--- src/logic/esrd_pkg.sv ---
// constants, register map and state encodings for the external stop request decoder
// assumes one 200 MHz clock domain and an interpolation tick from local logic
package esrd_pkg;
  // bus geometry
  localparam int ADDR_W = 8;
  localparam int DATA_W = 32;
  localparam int TIMER_W = 16;
  // byte offsets of the register words
  localparam logic [ADDR_W-1:0] OFF_CTRL = 8'h00;
  localparam logic [ADDR_W-1:0] OFF_TIME_C = 8'h04;
  localparam logic [ADDR_W-1:0] OFF_TIME_D = 8'h08;
  localparam logic [ADDR_W-1:0] OFF_RETRACT = 8'h0C;
  localparam logic [ADDR_W-1:0] OFF_STATUS = 8'h10;
  // control word fields
  localparam int BIT_EN_EXT_RETRACT = 4;
  localparam int BIT_EN_EXT_STOP = 6;
  localparam int BIT_RETRACT_CFG = 8;
  localparam int BIT_RETRACT_FAULT = 9;
  localparam int BIT_INT_FEEDBACK = 10;
  localparam int BIT_STANDSTILL_CMD = 11;
  // request index per stop category, also status output index
  localparam int NUM_REQ = 4;
  localparam int IDX_A = 0;
  localparam int IDX_C = 1;
  localparam int IDX_D = 2;
  localparam int IDX_E = 3;
  // status word fields above the four stop bits
  localparam int STAT_SOS = 4;
  localparam int STAT_QUEUED = 5;
  localparam int STAT_FB_BUS = 6;
  localparam int STAT_FB_TERM = 7;
  localparam int STAT_PULSE_OFF = 8;
  // reset values
  localparam logic [DATA_W-1:0] CTRL_RST = 32'h0000_0000;
  localparam logic [TIMER_W-1:0] TIME_C_RST = 16'h0010;
  localparam logic [TIMER_W-1:0] TIME_D_RST = 16'h0020;
  localparam logic [TIMER_W-1:0] RETRACT_RST = 16'h0008;
  // misconfigured retraction: braking starts this many ticks late at most
  localparam logic [TIMER_W-1:0] ESR_FAULT_DELAY_IPO = 16'h0002;
  localparam logic [TIMER_W-1:0] TIMER_ZERO = 16'h0000;
  localparam logic [TIMER_W-1:0] TIMER_ONE = 16'h0001;
  // decoded request after priority
  typedef enum logic [2:0] {REQ_NONE, REQ_A, REQ_C, REQ_D, REQ_E} esrd_req_e;
  // stop sequencer states
  typedef enum logic [2:0] {ST_IDLE, ST_PULSE, ST_CURRENT, ST_PATH, ST_E_PATH, ST_RETRACT, ST_E_WAIT, ST_E_BRAKE}
    esrd_state_e;
endpackage

--- src/logic/esrd_top.sv ---
// external stop request decoder: priority decode, stop sequencer, two-channel pulse cancel
// assumes a one-cycle ipo_tick from local logic and an Avalon-MM master on the same clock
// Behaviour
// - E without retraction brakes on the path as D, but loads no transition timer and never enters operating stop
// - misconfigured retraction delays braking at most two ticks
// - after E delay or retraction, brake current limit
// - A/B status high while A/B active or on fault or standstill command
// - C status high only while C active
// - D status high only while D active
// - E status nonzero only while E active
// - active-low requests decoded A, C, D, E priority
// - all requests high selects no stop
// - bit 6 enables stops, bit 4 enables retraction
// - status index 0 A/B, 1 C, 2 D, 3 E
// - pulse cancel over bus path and terminal path
// - two-channel pulse feedback, bus and terminal pair
// - optional internal pulse feedback, terminals unused
// - fault or standstill command cancels drive pulses
// - queue limit shutdowns during A, apply on release
// - C/D start loads timer, expiry enters operating stop
//
// The register offsets and the Avalon-MM slave port are this design's own decisions.
`timescale 1ns/1ps
module esrd_top (
  // clock and reset
  input wire logic clk,
  input wire logic srst,
  // avalon-mm slave
  input wire logic [esrd_pkg::ADDR_W-1:0] avs_address,
  input wire logic avs_read,
  input wire logic avs_write,
  input wire logic [esrd_pkg::DATA_W-1:0] avs_writedata,
  output logic [esrd_pkg::DATA_W-1:0] avs_readdata,
  output logic avs_waitrequest,
  // local events on this clock
  input wire logic ipo_tick,
  input wire logic drive_fault,
  input wire logic limit_violation,
  // stop request pins, active low, asynchronous
  input wire logic [esrd_pkg::NUM_REQ-1:0] stop_req_n,
  // pulse feedback pins, asynchronous
  input wire logic pulse_fb_bus,
  input wire logic [1:0] pulse_feedback_terminals,
  // stop status outputs
  output logic [esrd_pkg::NUM_REQ-1:0] stop_status,
  // stop actions
  output logic brake_current,
  output logic brake_path,
  output logic retract_active,
  output logic safe_operating_stop,
  output logic shutdown_apply,
  // two-channel pulse cancellation and its feedback
  output logic pulse_off_bus,
  output logic pulse_off_term,
  output logic fb_bus_status,
  output logic fb_term_status
);
  localparam int SYNC_W = esrd_pkg::NUM_REQ + 3; // requests, bus feedback, terminal pair
  localparam logic [SYNC_W-1:0] SYNC_RST = '1; // idle level: no request, feedback high

  // priority decode of the active-low request word
  function automatic esrd_pkg::esrd_req_e decode_req(input logic [esrd_pkg::NUM_REQ-1:0] req_n,
                                                      input logic en);
    esrd_pkg::esrd_req_e r;
    r = esrd_pkg::REQ_NONE;
    if (!en) begin
      r = esrd_pkg::REQ_NONE; // disabled: pins ignored
    end else if (!req_n[esrd_pkg::IDX_A]) begin
      r = esrd_pkg::REQ_A;
    end else if (!req_n[esrd_pkg::IDX_C]) begin
      r = esrd_pkg::REQ_C;
    end else if (!req_n[esrd_pkg::IDX_D]) begin
      r = esrd_pkg::REQ_D;
    end else if (!req_n[esrd_pkg::IDX_E]) begin
      r = esrd_pkg::REQ_E;
    end
    return r;
  endfunction

  logic [SYNC_W-1:0] sync_w; // synchronised pins
  logic [esrd_pkg::NUM_REQ-1:0] req_reg; // request word sampled on tick
  logic [esrd_pkg::DATA_W-1:0] ctrl_reg; // control word
  logic [esrd_pkg::TIMER_W-1:0] time_c_reg; // C to operating stop, ticks
  logic [esrd_pkg::TIMER_W-1:0] time_d_reg; // D to operating stop, ticks
  logic [esrd_pkg::TIMER_W-1:0] retract_reg; // retraction interval, ticks
  logic [esrd_pkg::TIMER_W-1:0] sos_cnt_reg; // transition timer
  logic [esrd_pkg::TIMER_W-1:0] e_cnt_reg; // E delay or retraction timer
  logic ack_reg; // bus answer cycle
  logic [esrd_pkg::DATA_W-1:0] rdata_reg; // read data
  esrd_pkg::esrd_state_e state_reg, state_next;
  esrd_pkg::esrd_req_e req_dec; // decoded request
  logic forced; // fault or commanded standstill
  logic queued_reg; // shutdown held back during A
  logic [esrd_pkg::DATA_W-1:0] status_word; // status read value
  logic bus_fire; // access completes this edge
  logic enter_cd; // C or D sequence starts this edge

  // pin synchroniser
  esrd_sync #(.WIDTH(SYNC_W), .RST_VAL(SYNC_RST)) u_sync (
    .clk(clk),
    .srst(srst),
    .async_in({pulse_feedback_terminals, pulse_fb_bus, stop_req_n}),
    .sync_out(sync_w)
  );

  // request word taken once per tick
  always_ff @(posedge clk) begin
    if (srst) begin
      req_reg <= '1;
    end else if (ipo_tick) begin
      req_reg <= sync_w[esrd_pkg::NUM_REQ-1:0];
    end
  end

  assign req_dec = decode_req(req_reg, ctrl_reg[esrd_pkg::BIT_EN_EXT_STOP]);
  assign forced = drive_fault | ctrl_reg[esrd_pkg::BIT_STANDSTILL_CMD];

  // next sequencer state, re-evaluated each tick
  always_comb begin
    state_next = state_reg;
    if (forced) begin
      state_next = esrd_pkg::ST_PULSE;
    end else if (ipo_tick) begin
      unique case (req_dec)
        esrd_pkg::REQ_NONE: state_next = esrd_pkg::ST_IDLE;
        esrd_pkg::REQ_A: state_next = esrd_pkg::ST_PULSE;
        esrd_pkg::REQ_C: state_next = esrd_pkg::ST_CURRENT;
        esrd_pkg::REQ_D: state_next = esrd_pkg::ST_PATH;
        esrd_pkg::REQ_E: begin
          if (state_reg == esrd_pkg::ST_RETRACT || state_reg == esrd_pkg::ST_E_WAIT) begin
            // interval over: brake at current limit
            if (e_cnt_reg == esrd_pkg::TIMER_ZERO) begin
              state_next = esrd_pkg::ST_E_BRAKE;
            end
          end else if (state_reg == esrd_pkg::ST_E_BRAKE || state_reg == esrd_pkg::ST_E_PATH) begin
            state_next = state_reg;
          end else if (!ctrl_reg[esrd_pkg::BIT_EN_EXT_RETRACT]) begin
            state_next = esrd_pkg::ST_E_PATH;
          end else if (ctrl_reg[esrd_pkg::BIT_RETRACT_FAULT]) begin
            state_next = esrd_pkg::ST_E_WAIT;
          end else if (ctrl_reg[esrd_pkg::BIT_RETRACT_CFG]) begin
            state_next = esrd_pkg::ST_RETRACT;
          end else begin
            state_next = esrd_pkg::ST_E_PATH;
          end
        end
      endcase
    end
  end

  // sequencer state
  always_ff @(posedge clk) begin
    if (srst) begin
      state_reg <= esrd_pkg::ST_IDLE;
    end else begin
      state_reg <= state_next;
    end
  end

  // E delay or retraction interval, loaded on entry, counted on ticks
  always_ff @(posedge clk) begin
    if (srst) begin
      e_cnt_reg <= esrd_pkg::TIMER_ZERO;
    end else if (state_next == esrd_pkg::ST_E_WAIT && state_reg != esrd_pkg::ST_E_WAIT) begin
      e_cnt_reg <= esrd_pkg::ESR_FAULT_DELAY_IPO - esrd_pkg::TIMER_ONE;
    end else if (state_next == esrd_pkg::ST_RETRACT && state_reg != esrd_pkg::ST_RETRACT) begin
      e_cnt_reg <= retract_reg;
    end else if (ipo_tick && e_cnt_reg != esrd_pkg::TIMER_ZERO) begin
      e_cnt_reg <= e_cnt_reg - esrd_pkg::TIMER_ONE;
    end
  end

  assign enter_cd = (state_next == esrd_pkg::ST_CURRENT || state_next == esrd_pkg::ST_PATH)
                    && state_next != state_reg;

  // transition timer to operating stop
  always_ff @(posedge clk) begin
    if (srst) begin
      sos_cnt_reg <= esrd_pkg::TIMER_ZERO;
      safe_operating_stop <= 1'b0;
    end else if (enter_cd) begin
      sos_cnt_reg <= (state_next == esrd_pkg::ST_CURRENT) ? time_c_reg : time_d_reg;
      safe_operating_stop <= 1'b0;
    end else if (state_reg != esrd_pkg::ST_CURRENT && state_reg != esrd_pkg::ST_PATH) begin
      sos_cnt_reg <= esrd_pkg::TIMER_ZERO;
      safe_operating_stop <= 1'b0;
    end else if (ipo_tick) begin
      // count down, then hand over to standstill monitoring
      if (sos_cnt_reg == esrd_pkg::TIMER_ZERO) begin
        safe_operating_stop <= 1'b1;
      end else begin
        sos_cnt_reg <= sos_cnt_reg - esrd_pkg::TIMER_ONE;
      end
    end
  end

  // shutdown responses held back while pulses are externally cancelled
  always_ff @(posedge clk) begin
    if (srst) begin
      queued_reg <= 1'b0;
      shutdown_apply <= 1'b0;
    end else if (state_reg == esrd_pkg::ST_PULSE && state_next == esrd_pkg::ST_PULSE) begin
      queued_reg <= queued_reg | limit_violation;
      shutdown_apply <= 1'b0;
    end else begin
      // release or no hold: queued and fresh violations apply now
      queued_reg <= 1'b0;
      shutdown_apply <= queued_reg | limit_violation;
    end
  end

  // action and status outputs from the state
  always_ff @(posedge clk) begin
    if (srst) begin
      stop_status <= '0;
      brake_current <= 1'b0;
      brake_path <= 1'b0;
      retract_active <= 1'b0;
      pulse_off_bus <= 1'b0;
      pulse_off_term <= 1'b0;
    end else begin
      stop_status[esrd_pkg::IDX_A] <= state_reg == esrd_pkg::ST_PULSE;
      stop_status[esrd_pkg::IDX_C] <= state_reg == esrd_pkg::ST_CURRENT;
      stop_status[esrd_pkg::IDX_D] <= state_reg == esrd_pkg::ST_PATH;
      stop_status[esrd_pkg::IDX_E] <= state_reg == esrd_pkg::ST_E_PATH || state_reg == esrd_pkg::ST_RETRACT
                                      || state_reg == esrd_pkg::ST_E_WAIT || state_reg == esrd_pkg::ST_E_BRAKE;
      brake_current <= state_reg == esrd_pkg::ST_CURRENT || state_reg == esrd_pkg::ST_E_BRAKE;
      brake_path <= state_reg == esrd_pkg::ST_PATH || state_reg == esrd_pkg::ST_E_PATH;
      retract_active <= state_reg == esrd_pkg::ST_RETRACT;
      pulse_off_bus <= state_reg == esrd_pkg::ST_PULSE;
      pulse_off_term <= state_reg == esrd_pkg::ST_PULSE;
    end
  end

  // two-channel feedback: bus path, and terminal pair or internal loop
  always_ff @(posedge clk) begin
    if (srst) begin
      fb_bus_status <= 1'b0;
      fb_term_status <= 1'b0;
    end else begin
      fb_bus_status <= sync_w[esrd_pkg::NUM_REQ];
      if (ctrl_reg[esrd_pkg::BIT_INT_FEEDBACK]) begin
        fb_term_status <= pulse_off_term;
      end else begin
        fb_term_status <= &sync_w[SYNC_W-1:esrd_pkg::NUM_REQ+1];
      end
    end
  end

  // status word seen by software
  always_comb begin
    status_word = '0;
    status_word[esrd_pkg::NUM_REQ-1:0] = stop_status;
    status_word[esrd_pkg::STAT_SOS] = safe_operating_stop;
    status_word[esrd_pkg::STAT_QUEUED] = queued_reg;
    status_word[esrd_pkg::STAT_FB_BUS] = fb_bus_status;
    status_word[esrd_pkg::STAT_FB_TERM] = fb_term_status;
    status_word[esrd_pkg::STAT_PULSE_OFF] = pulse_off_bus;
  end

  // one wait cycle per access
  assign avs_waitrequest = (avs_read | avs_write) & ~ack_reg;
  assign bus_fire = (avs_read | avs_write) & ack_reg;
  assign avs_readdata = rdata_reg;

  // answer strobe and read data capture
  always_ff @(posedge clk) begin
    if (srst) begin
      ack_reg <= 1'b0;
      rdata_reg <= '0;
    end else begin
      ack_reg <= (avs_read | avs_write) & ~ack_reg;
      if (avs_read && !ack_reg) begin
        unique case (avs_address)
          esrd_pkg::OFF_CTRL: rdata_reg <= ctrl_reg;
          esrd_pkg::OFF_TIME_C: rdata_reg <= {{(esrd_pkg::DATA_W-esrd_pkg::TIMER_W){1'b0}}, time_c_reg};
          esrd_pkg::OFF_TIME_D: rdata_reg <= {{(esrd_pkg::DATA_W-esrd_pkg::TIMER_W){1'b0}}, time_d_reg};
          esrd_pkg::OFF_RETRACT: rdata_reg <= {{(esrd_pkg::DATA_W-esrd_pkg::TIMER_W){1'b0}}, retract_reg};
          esrd_pkg::OFF_STATUS: rdata_reg <= status_word;
          default: rdata_reg <= '0; // unmapped reads zero
        endcase
      end
    end
  end

  // register writes take effect at the completing edge
  always_ff @(posedge clk) begin
    if (srst) begin
      ctrl_reg <= esrd_pkg::CTRL_RST;
      time_c_reg <= esrd_pkg::TIME_C_RST;
      time_d_reg <= esrd_pkg::TIME_D_RST;
      retract_reg <= esrd_pkg::RETRACT_RST;
    end else if (bus_fire && avs_write) begin
      unique case (avs_address)
        esrd_pkg::OFF_CTRL: ctrl_reg <= avs_writedata;
        esrd_pkg::OFF_TIME_C: time_c_reg <= avs_writedata[esrd_pkg::TIMER_W-1:0];
        esrd_pkg::OFF_TIME_D: time_d_reg <= avs_writedata[esrd_pkg::TIMER_W-1:0];
        esrd_pkg::OFF_RETRACT: retract_reg <= avs_writedata[esrd_pkg::TIMER_W-1:0];
        default: ; // status and unmapped writes ignored
      endcase
    end
  end
endmodule

--- src/logic/esrd_sync.sv ---
// two flip-flop synchroniser for a bundle of level inputs
// assumes each bit is an independent slow level; no bus coherence is given
`timescale 1ns/1ps
module esrd_sync #(
  parameter int WIDTH = 1,
  parameter logic [WIDTH-1:0] RST_VAL = '0
) (
  // clock and reset
  input wire logic clk,
  input wire logic srst,
  // asynchronous levels in, synchronised levels out
  input wire logic [WIDTH-1:0] async_in,
  output logic [WIDTH-1:0] sync_out
);
  logic [WIDTH-1:0] meta_reg; // first stage, read only by second stage
  logic [WIDTH-1:0] sync_reg; // second stage
  // two stages, reset to the idle level
  always_ff @(posedge clk) begin
    if (srst) begin
      meta_reg <= RST_VAL;
      sync_reg <= RST_VAL;
    end else begin
      meta_reg <= async_in;
      sync_reg <= meta_reg;
    end
  end
  assign sync_out = sync_reg;
endmodule

--- config.mk ---
export PLATFORM = sky130hd
export DESIGN_NAME = esrd_top
export DESIGN_NICKNAME = d
export VERILOG_FILES = /design/src/logic/esrd_pkg.sv /design/src/logic/esrd_top.sv /design/src/logic/esrd_sync.sv
export SDC_FILE = /design/constraint.sdc
export NUM_CORES = 1
export LEC_CHECK = 0
export BUFFER_PORTS_ARGS = -buffer_cell sky130_fd_sc_hd__clkbuf_2
export CAP_MARGIN = 10
export CORE_MARGIN = 3
export CORE_UTILIZATION = 55
export CTS_BUF_LIST = sky130_fd_sc_hd__clkbuf_8
export CTS_CLUSTER_SIZE = 40
export DETAILED_ROUTE_END_ITERATION = 10
export PLACE_DENSITY = 0.82
export SLEW_MARGIN = 10
export SYNTH_ARGS = -nofsm -noshare
export SYNTH_HDL_FRONTEND = slang
export SYNTH_SLANG_ARGS = --single-unit
--- constraint.sdc ---
create_clock -name clk -period 4 [get_ports clk]
set_clock_uncertainty 0.2 [all_clocks]
set_input_delay 0.8 -clock clk [delete_from_list [all_inputs] [get_ports clk]]
set_output_delay 0.8 -clock clk [all_outputs]
set_load 0.03 [all_outputs]
After elaboration in Yosys (flattened, before gate mapping) --
Cells that the tools add are included.
Operators by class: add/subtract/negate cells 2, equal/unequal tests 26, muxes and demuxes 24, bitwise operators 7, reduce and logical (&&, ||, !) cells 36
Operators with widths (number):
- $pmux W32 S5 | 1
- $mux W16 | 7
- $logic_not A16 Y1 | 2
- $sub A16 B1 Y16 const B | 2
- $mux W3 | 10
- $eq A3 B3 Y1 const B | 7
- $eq A3 B2 Y1 const B | 6
- $eq A8 B4 Y1 const B | 2
- $reduce_bool A16 Y1 | 1
- $pmux W3 S5 | 1
- $reduce_and A2 Y1 | 7
- $eq A3 B1 Y1 const B | 3
- $ne A3 B3 Y1 const B | 3
- $eq A8 B3 Y1 const B | 1
- $eq A8 B5 Y1 const B | 1
- $logic_and A1 B1 Y1 | 8
- $logic_not A8 Y1 | 1
- $logic_or A1 B1 Y1 | 8
- $ne A3 B2 Y1 const B | 2
- $reduce_bool A3 Y1 | 2
- $reduce_or A2 Y1 | 3
- $mux W2 | 2
- $logic_not A3 Y1 | 1
- $mux W1 | 3
- 7 further kinds | 11
Word-level totals: register bits 179, input port bits 54, output and inout port bits 46, logic and storage cells 118

Logic depth before layout (Yosys ltp) --
word-level depth 14, mapped depth 10, gate-level depth less buffers 9

Modules after synthesis --
From an unflattened synthesis, not the netlist that was laid out.
Second synthesis, totals: cell total of the unflattened synthesis 874, area, all modules 7708.6 um2
By module, submodules not included:
- esrd_top | instances 1, cells an instance 845, area an instance 7329.5 um2, seq. area each 3283.1 um2
- esrd_sync | instances 1, cells an instance 29, area an instance 379.1 um2, seq. area each 280.3 um2

Worst setup path after synthesis --
Ideal clock, no wire load.
path kind input port to flip-flop, start point in avs_address[1] in the netlist's numbering, end point reg rdata_reg, in the netlist avs_readdata[21], setup time 70 ps, arrival 2917 ps, required time 3730 ps, path slack 813 ps, cell stages on the path 8, buffers on the path 3, cell sequence or4_1 nor4_2 nor2b_1 clkbuf_1 clkbuf_1 clkbuf_1 nand3_1 a21oi_1
On the way: cells in the longest elaborated chain, start to end 2, elaborated cells between the ends (all ways) 6, classes of those cells eq/ne: 4; mux: 1; reduce/logical: 1
Ends and longest elaborated chain:
- start: declaration | line esrd_top.sv:29 | input wire logic [esrd_pkg::ADDR_W-1:0] avs_address,
- $eq A8 B5 Y1, or another cell as far along | line esrd_top.sv:274 | unique case (avs_address)
- $pmux W32 S5 (*) | line esrd_top.sv:274
- end signal: assignment | line esrd_top.sv:275 | esrd_pkg::OFF_CTRL: rdata_reg <= ctrl_reg;
- end signal: assignment | line esrd_top.sv:276 | esrd_pkg::OFF_TIME_C: rdata_reg <= {{(esrd_pkg::DATA_W-esrd_pkg::TIMER_W){1'b0}}, time_c_reg};
- end signal: assignment | line esrd_top.sv:277 | esrd_pkg::OFF_TIME_D: rdata_reg <= {{(esrd_pkg::DATA_W-esrd_pkg::TIMER_W){1'b0}}, time_d_reg};
- end: declaration | line esrd_top.sv:89 | logic [esrd_pkg::DATA_W-1:0] rdata_reg;
Mark *: on every way between the ends. The rest lies on a longest branch, timed or not. A chain may end at the register's enable or synchronous reset.

Final worst setup path --
start point reg state_reg[2], end point reg sos_cnt_reg[10] in the netlist's numbering
On the way: cells in the longest elaborated chain, start to end 12, elaborated cells between the ends (all ways) 26, classes of those cells eq/ne: 10; mux: 9; reduce/logical: 7
Ends and longest elaborated chain:
- start: declaration | line esrd_top.sv:90 | esrd_pkg::esrd_state_e state_reg, state_next;
- start signal: assignment | line esrd_top.sv:154 | state_reg <= esrd_pkg::ST_IDLE;
- start signal: assignment | line esrd_top.sv:156 | state_reg <= state_next;
- $eq A3 B3 Y1 | line esrd_top.sv:135 | end else if (state_reg == esrd_pkg::ST_E_BRAKE || state_reg == esrd_pkg::ST_E_PATH) begin
- $logic_or A1 B1 Y1 | line esrd_top.sv:135
- $mux W3 | line esrd_top.sv:135
- $mux W3 | line esrd_top.sv:130 | if (state_reg == esrd_pkg::ST_RETRACT || state_reg == esrd_pkg::ST_E_WAIT) begin
- $pmux W3 S5 | line esrd_top.sv:124 | unique case (req_dec)
- $mux W3 | line esrd_top.sv:123 | end else if (ipo_tick) begin
- $mux W3 | line esrd_top.sv:121 | if (forced) begin
- $eq A3 B2 Y1 (on tied branches) | line esrd_top.sv:173, esrd_top.sv:182
- $logic_or A1 B1 Y1 | line esrd_top.sv:173 | assign enter_cd = (state_next == esrd_pkg::ST_CURRENT || state_next == esrd_pkg::ST_PATH)
- $logic_and A1 B1 Y1 | line esrd_top.sv:174 | && state_next != state_reg;
- $ne A3 B3 Y1 (no source line) / $reduce_bool A3 Y1 (equally long branches)
- $reduce_and A2 Y1 (no source line)
- end signal: assignment | line esrd_top.sv:179 | sos_cnt_reg <= esrd_pkg::TIMER_ZERO;
- end signal: assignment | line esrd_top.sv:182 | sos_cnt_reg <= (state_next == esrd_pkg::ST_CURRENT) ? time_c_reg : time_d_reg;
- end signal: assignment | line esrd_top.sv:185 | sos_cnt_reg <= esrd_pkg::TIMER_ZERO;
- end: declaration | line esrd_top.sv:86 | logic [esrd_pkg::TIMER_W-1:0] sos_cnt_reg;
Parallel ways exist; a longest one is shown, timed or not.

==> metrics.txt <==
Final Cycle Share 83.7%; main flop type after synthesis dfxtp_1; number of H-tree levels 4; initial antenna violation count 0; peak supply drop 266 uV; # rows 42; routability cong. 0.926; element type at the critical path start flop; Worst Max-Slew Pin Slew 1.09 ns; fmax 299 MHz; number of synthesized flops with an enable pin 0; initial drt markers 844; Max-Cap Viols 0; post-synthesis adder-cell area fraction 0.323%; Net Sw Frac 28.9%; Area Overhead vs Synth 13.1%; postcts setup bufs 0; Die Area 0.0155 sq mm; post-CTS sizing 0; final wirelength 20800 um; drc violations 0; Synth Area per Inst 8.29 sq um; r2r setup slk 0.65 ns; post-synthesis cell type count 62; share of cells above drive strength 1 20.8%; clk slew on worst S/H paths 0.08 ns; reg2reg path depth 7; Cell Area, Synth 0.00774 sq mm; YS warnings 0; Placed Cells 1168; commonest non-fill, non-tap cell in the layout nand2_1; design area 0.00876 sq mm; Final #Nets 1067; Slew headroom 26.5%; RSZ-0062 raised after global routing false; Routed Antenna Nets 0; mux cell area share after synthesis 5.85%; most frequent cells in the layout 205 x nand2_1, 178 x dfxtp_1, 116 x a21oi_1; Longest Clk Path Bufs 2; Clock Latency Late Sink 0.48 ns; power share of the clock group 31.7%; Critical Path Max Stage Delay 0.83 ns; simple-gate share of the synthesized area 23.5%; Pre-antenna DRT Iters 9; P_leak 3.31 nW; core area 0.0135 sq mm; Tmin final 3.35 ns; n_diodes 0; Setup TNS 0 ns; starting density of the core 57.3%; GRT Total Usage 26.7%; syn_nets 990; slowest CP cell a2111oi_0; CTS tree yes; Crit path arrival time 3.51 ns; CP max FO 14; compound-gate portion of the synthesized area 16.6%; synthesized flop and latch total 178; Post-synth ARST share 0%; Area after DPL 0.00837 sq mm; HP Class flop to flop; # port buffers 99; first-pass GRT wire length 33600 um; Comb pwr share 18.1%; drt wl/cell 17.3 um; crit path kind flop to flop; xor-xnor portion of the synthesized cell area 3.06%; Root Buffer clkbuf_8; Die W 125 um; Mapped Cells 934; Seq pwr share 50.2%; routed vias 7071; # IOs 100; status completed; CTS Sinks 178; Seq/Total Area, Yosys 46.0%; ratio of total power to cell area 439 mW/mm^2; Die Y 125 um; internal power 2.73 mW; Setup violations, final 0; hold_buf cts 0; dpl hpwl 14600 um; total CTS buffers 17; Crit. End Element flop; reported net switching power 1.11 mW; largest net degree at the start of global routing 86; Finished Layout Cells 1200; max-slew violation count 0; combinational family with the most area after synthesis simple AND/OR/NAND/NOR gates; Fin. Hold Viols 0; GR Overflow Total 0; Worst EP required 4.16 ns; hold path depth 1; via/cell ratio 5.89; vias in the first global route 6531; Critical Path, Cell by Cell o21ai_0 > a2111oi_0 > o31a_2 > o31ai_4 > mux2i_1 > or2_2 > a221oi_1
-- logic make-up after synthesis --
logic type	after synthesis
AO/OA/AOI/OAI	203
flip-flops	178
buffers and inverters	79
adder cells (fa/ha/maj)	2
multiplexers	43
XOR/XNOR	27
AND/OR/NAND/NOR	402
-- layout make-up --
type | instances | area (sq um)
clock buffers | 21 | 289
well taps | 176 | 220
inverters | 13 | 48.8
clock inverters | 11 | 101
fillers | 1138 | 4750
repair buffers | 124 | 698
flip-flops and latches | 178 | 3560
multi-input cells | 677 | 3830
-- path summary, 6_finish.rpt --
check                                                    from                             to
worst max-delay path                  state_reg[2]$_SDFF_PP0_   sos_cnt_reg[10]$_SDFFE_PP0P_
worst min register to register  u_sync.meta_reg[1]$_SDFF_PP1_  u_sync.sync_out[1]$_SDFF_PP1_
worst max register to register        state_reg[2]$_SDFF_PP0_   sos_cnt_reg[10]$_SDFFE_PP0P_
worst min-delay path            u_sync.meta_reg[1]$_SDFF_PP1_  u_sync.sync_out[1]$_SDFF_PP1_
-- routing by layer --
layer / GRT usage [%] / vias to the layer above / part of all wire, %
met5: 0 / - / 0
met4: 8.96 / 0 / 2.2
met3: 7.76 / 37 / 9.5
met2: 41.4 / 348 / 46
met1: 35.9 / 3297 / 42
li1: - / 3389 / -
-- per-stage QoR --
step,utilization (%),hold slack (ns),total power [mW],setup WS (ns)
4_1_cts,64.8,0.217,3.85,0.640
3_5_place_dp,61.9,0.196,2.65,0.660
5_1_grt,64.8,0.221,4.01,0.242
2_1_floorplan,-,0.189,2.54,0.813
6_report,64.8,0.214,3.84,0.651
3_3_place_gp,61.9,0.193,2.64,0.674
-- power by group through the flow --
stage               Sequential [mW]  Clock [mW]  Combinational [mW]
floorplan                      1.96           0               0.573
global placement               1.97           0               0.673
detailed placement             1.97           0               0.686
CTS                            1.93        1.23               0.690
global route                   1.94        1.31               0.760
finish                         1.93        1.22               0.695
-- critical path, delay by kind of cell, from the launching register on --
kind               cells  cell delay [ns]
AOI/OAI and AO/OA      5             1.78
DFF                    1             0.60
and+or+nand+nor        1             0.38
muxes                  1             0.29
-- cells in the mapped netlist, types with 2 or more instances --
cell type	instances	share of area, %
or3_1	4	0.32
a31o_2	2	0.23
nor2b_1	6	0.49
nand3_1	30	1.9
o211ai_1	4	0.39
a31oi_1	3	0.24
nor2_1	69	3.3
nand4_1	5	0.40
inv_1	12	0.58
nor3b_1	4	0.39
xnor2_1	20	2.3
mux2i_1	25	3.2
dfxtp_1	178	46
o21ai_0	18	1.2
o21a_1	2	0.19
and2_1	2	0.16
or4_4	2	0.29
buf_1	3	0.15
nand2b_1	5	0.40
o22ai_1	9	0.73
or2_2	17	1.4
and4b_1	2	0.26
buf_4	2	0.19
nor4_1	12	0.97
mux2_2	18	2.6
nand2_1	205	9.9
a21oi_1	116	7.5
or4_1	2	0.19
and3_1	6	0.49
a211oi_2	9	1.5
xor2_1	7	0.79
buf_2	3	0.19
nor3_1	22	1.4
ha_1	2	0.32
a211oi_1	10	0.97
a221oi_1	10	1.1
clkbuf_1	53	2.6
a222oi_1	9	1.2
buf_6	3	0.44
(Power assumes the default switching activity.)
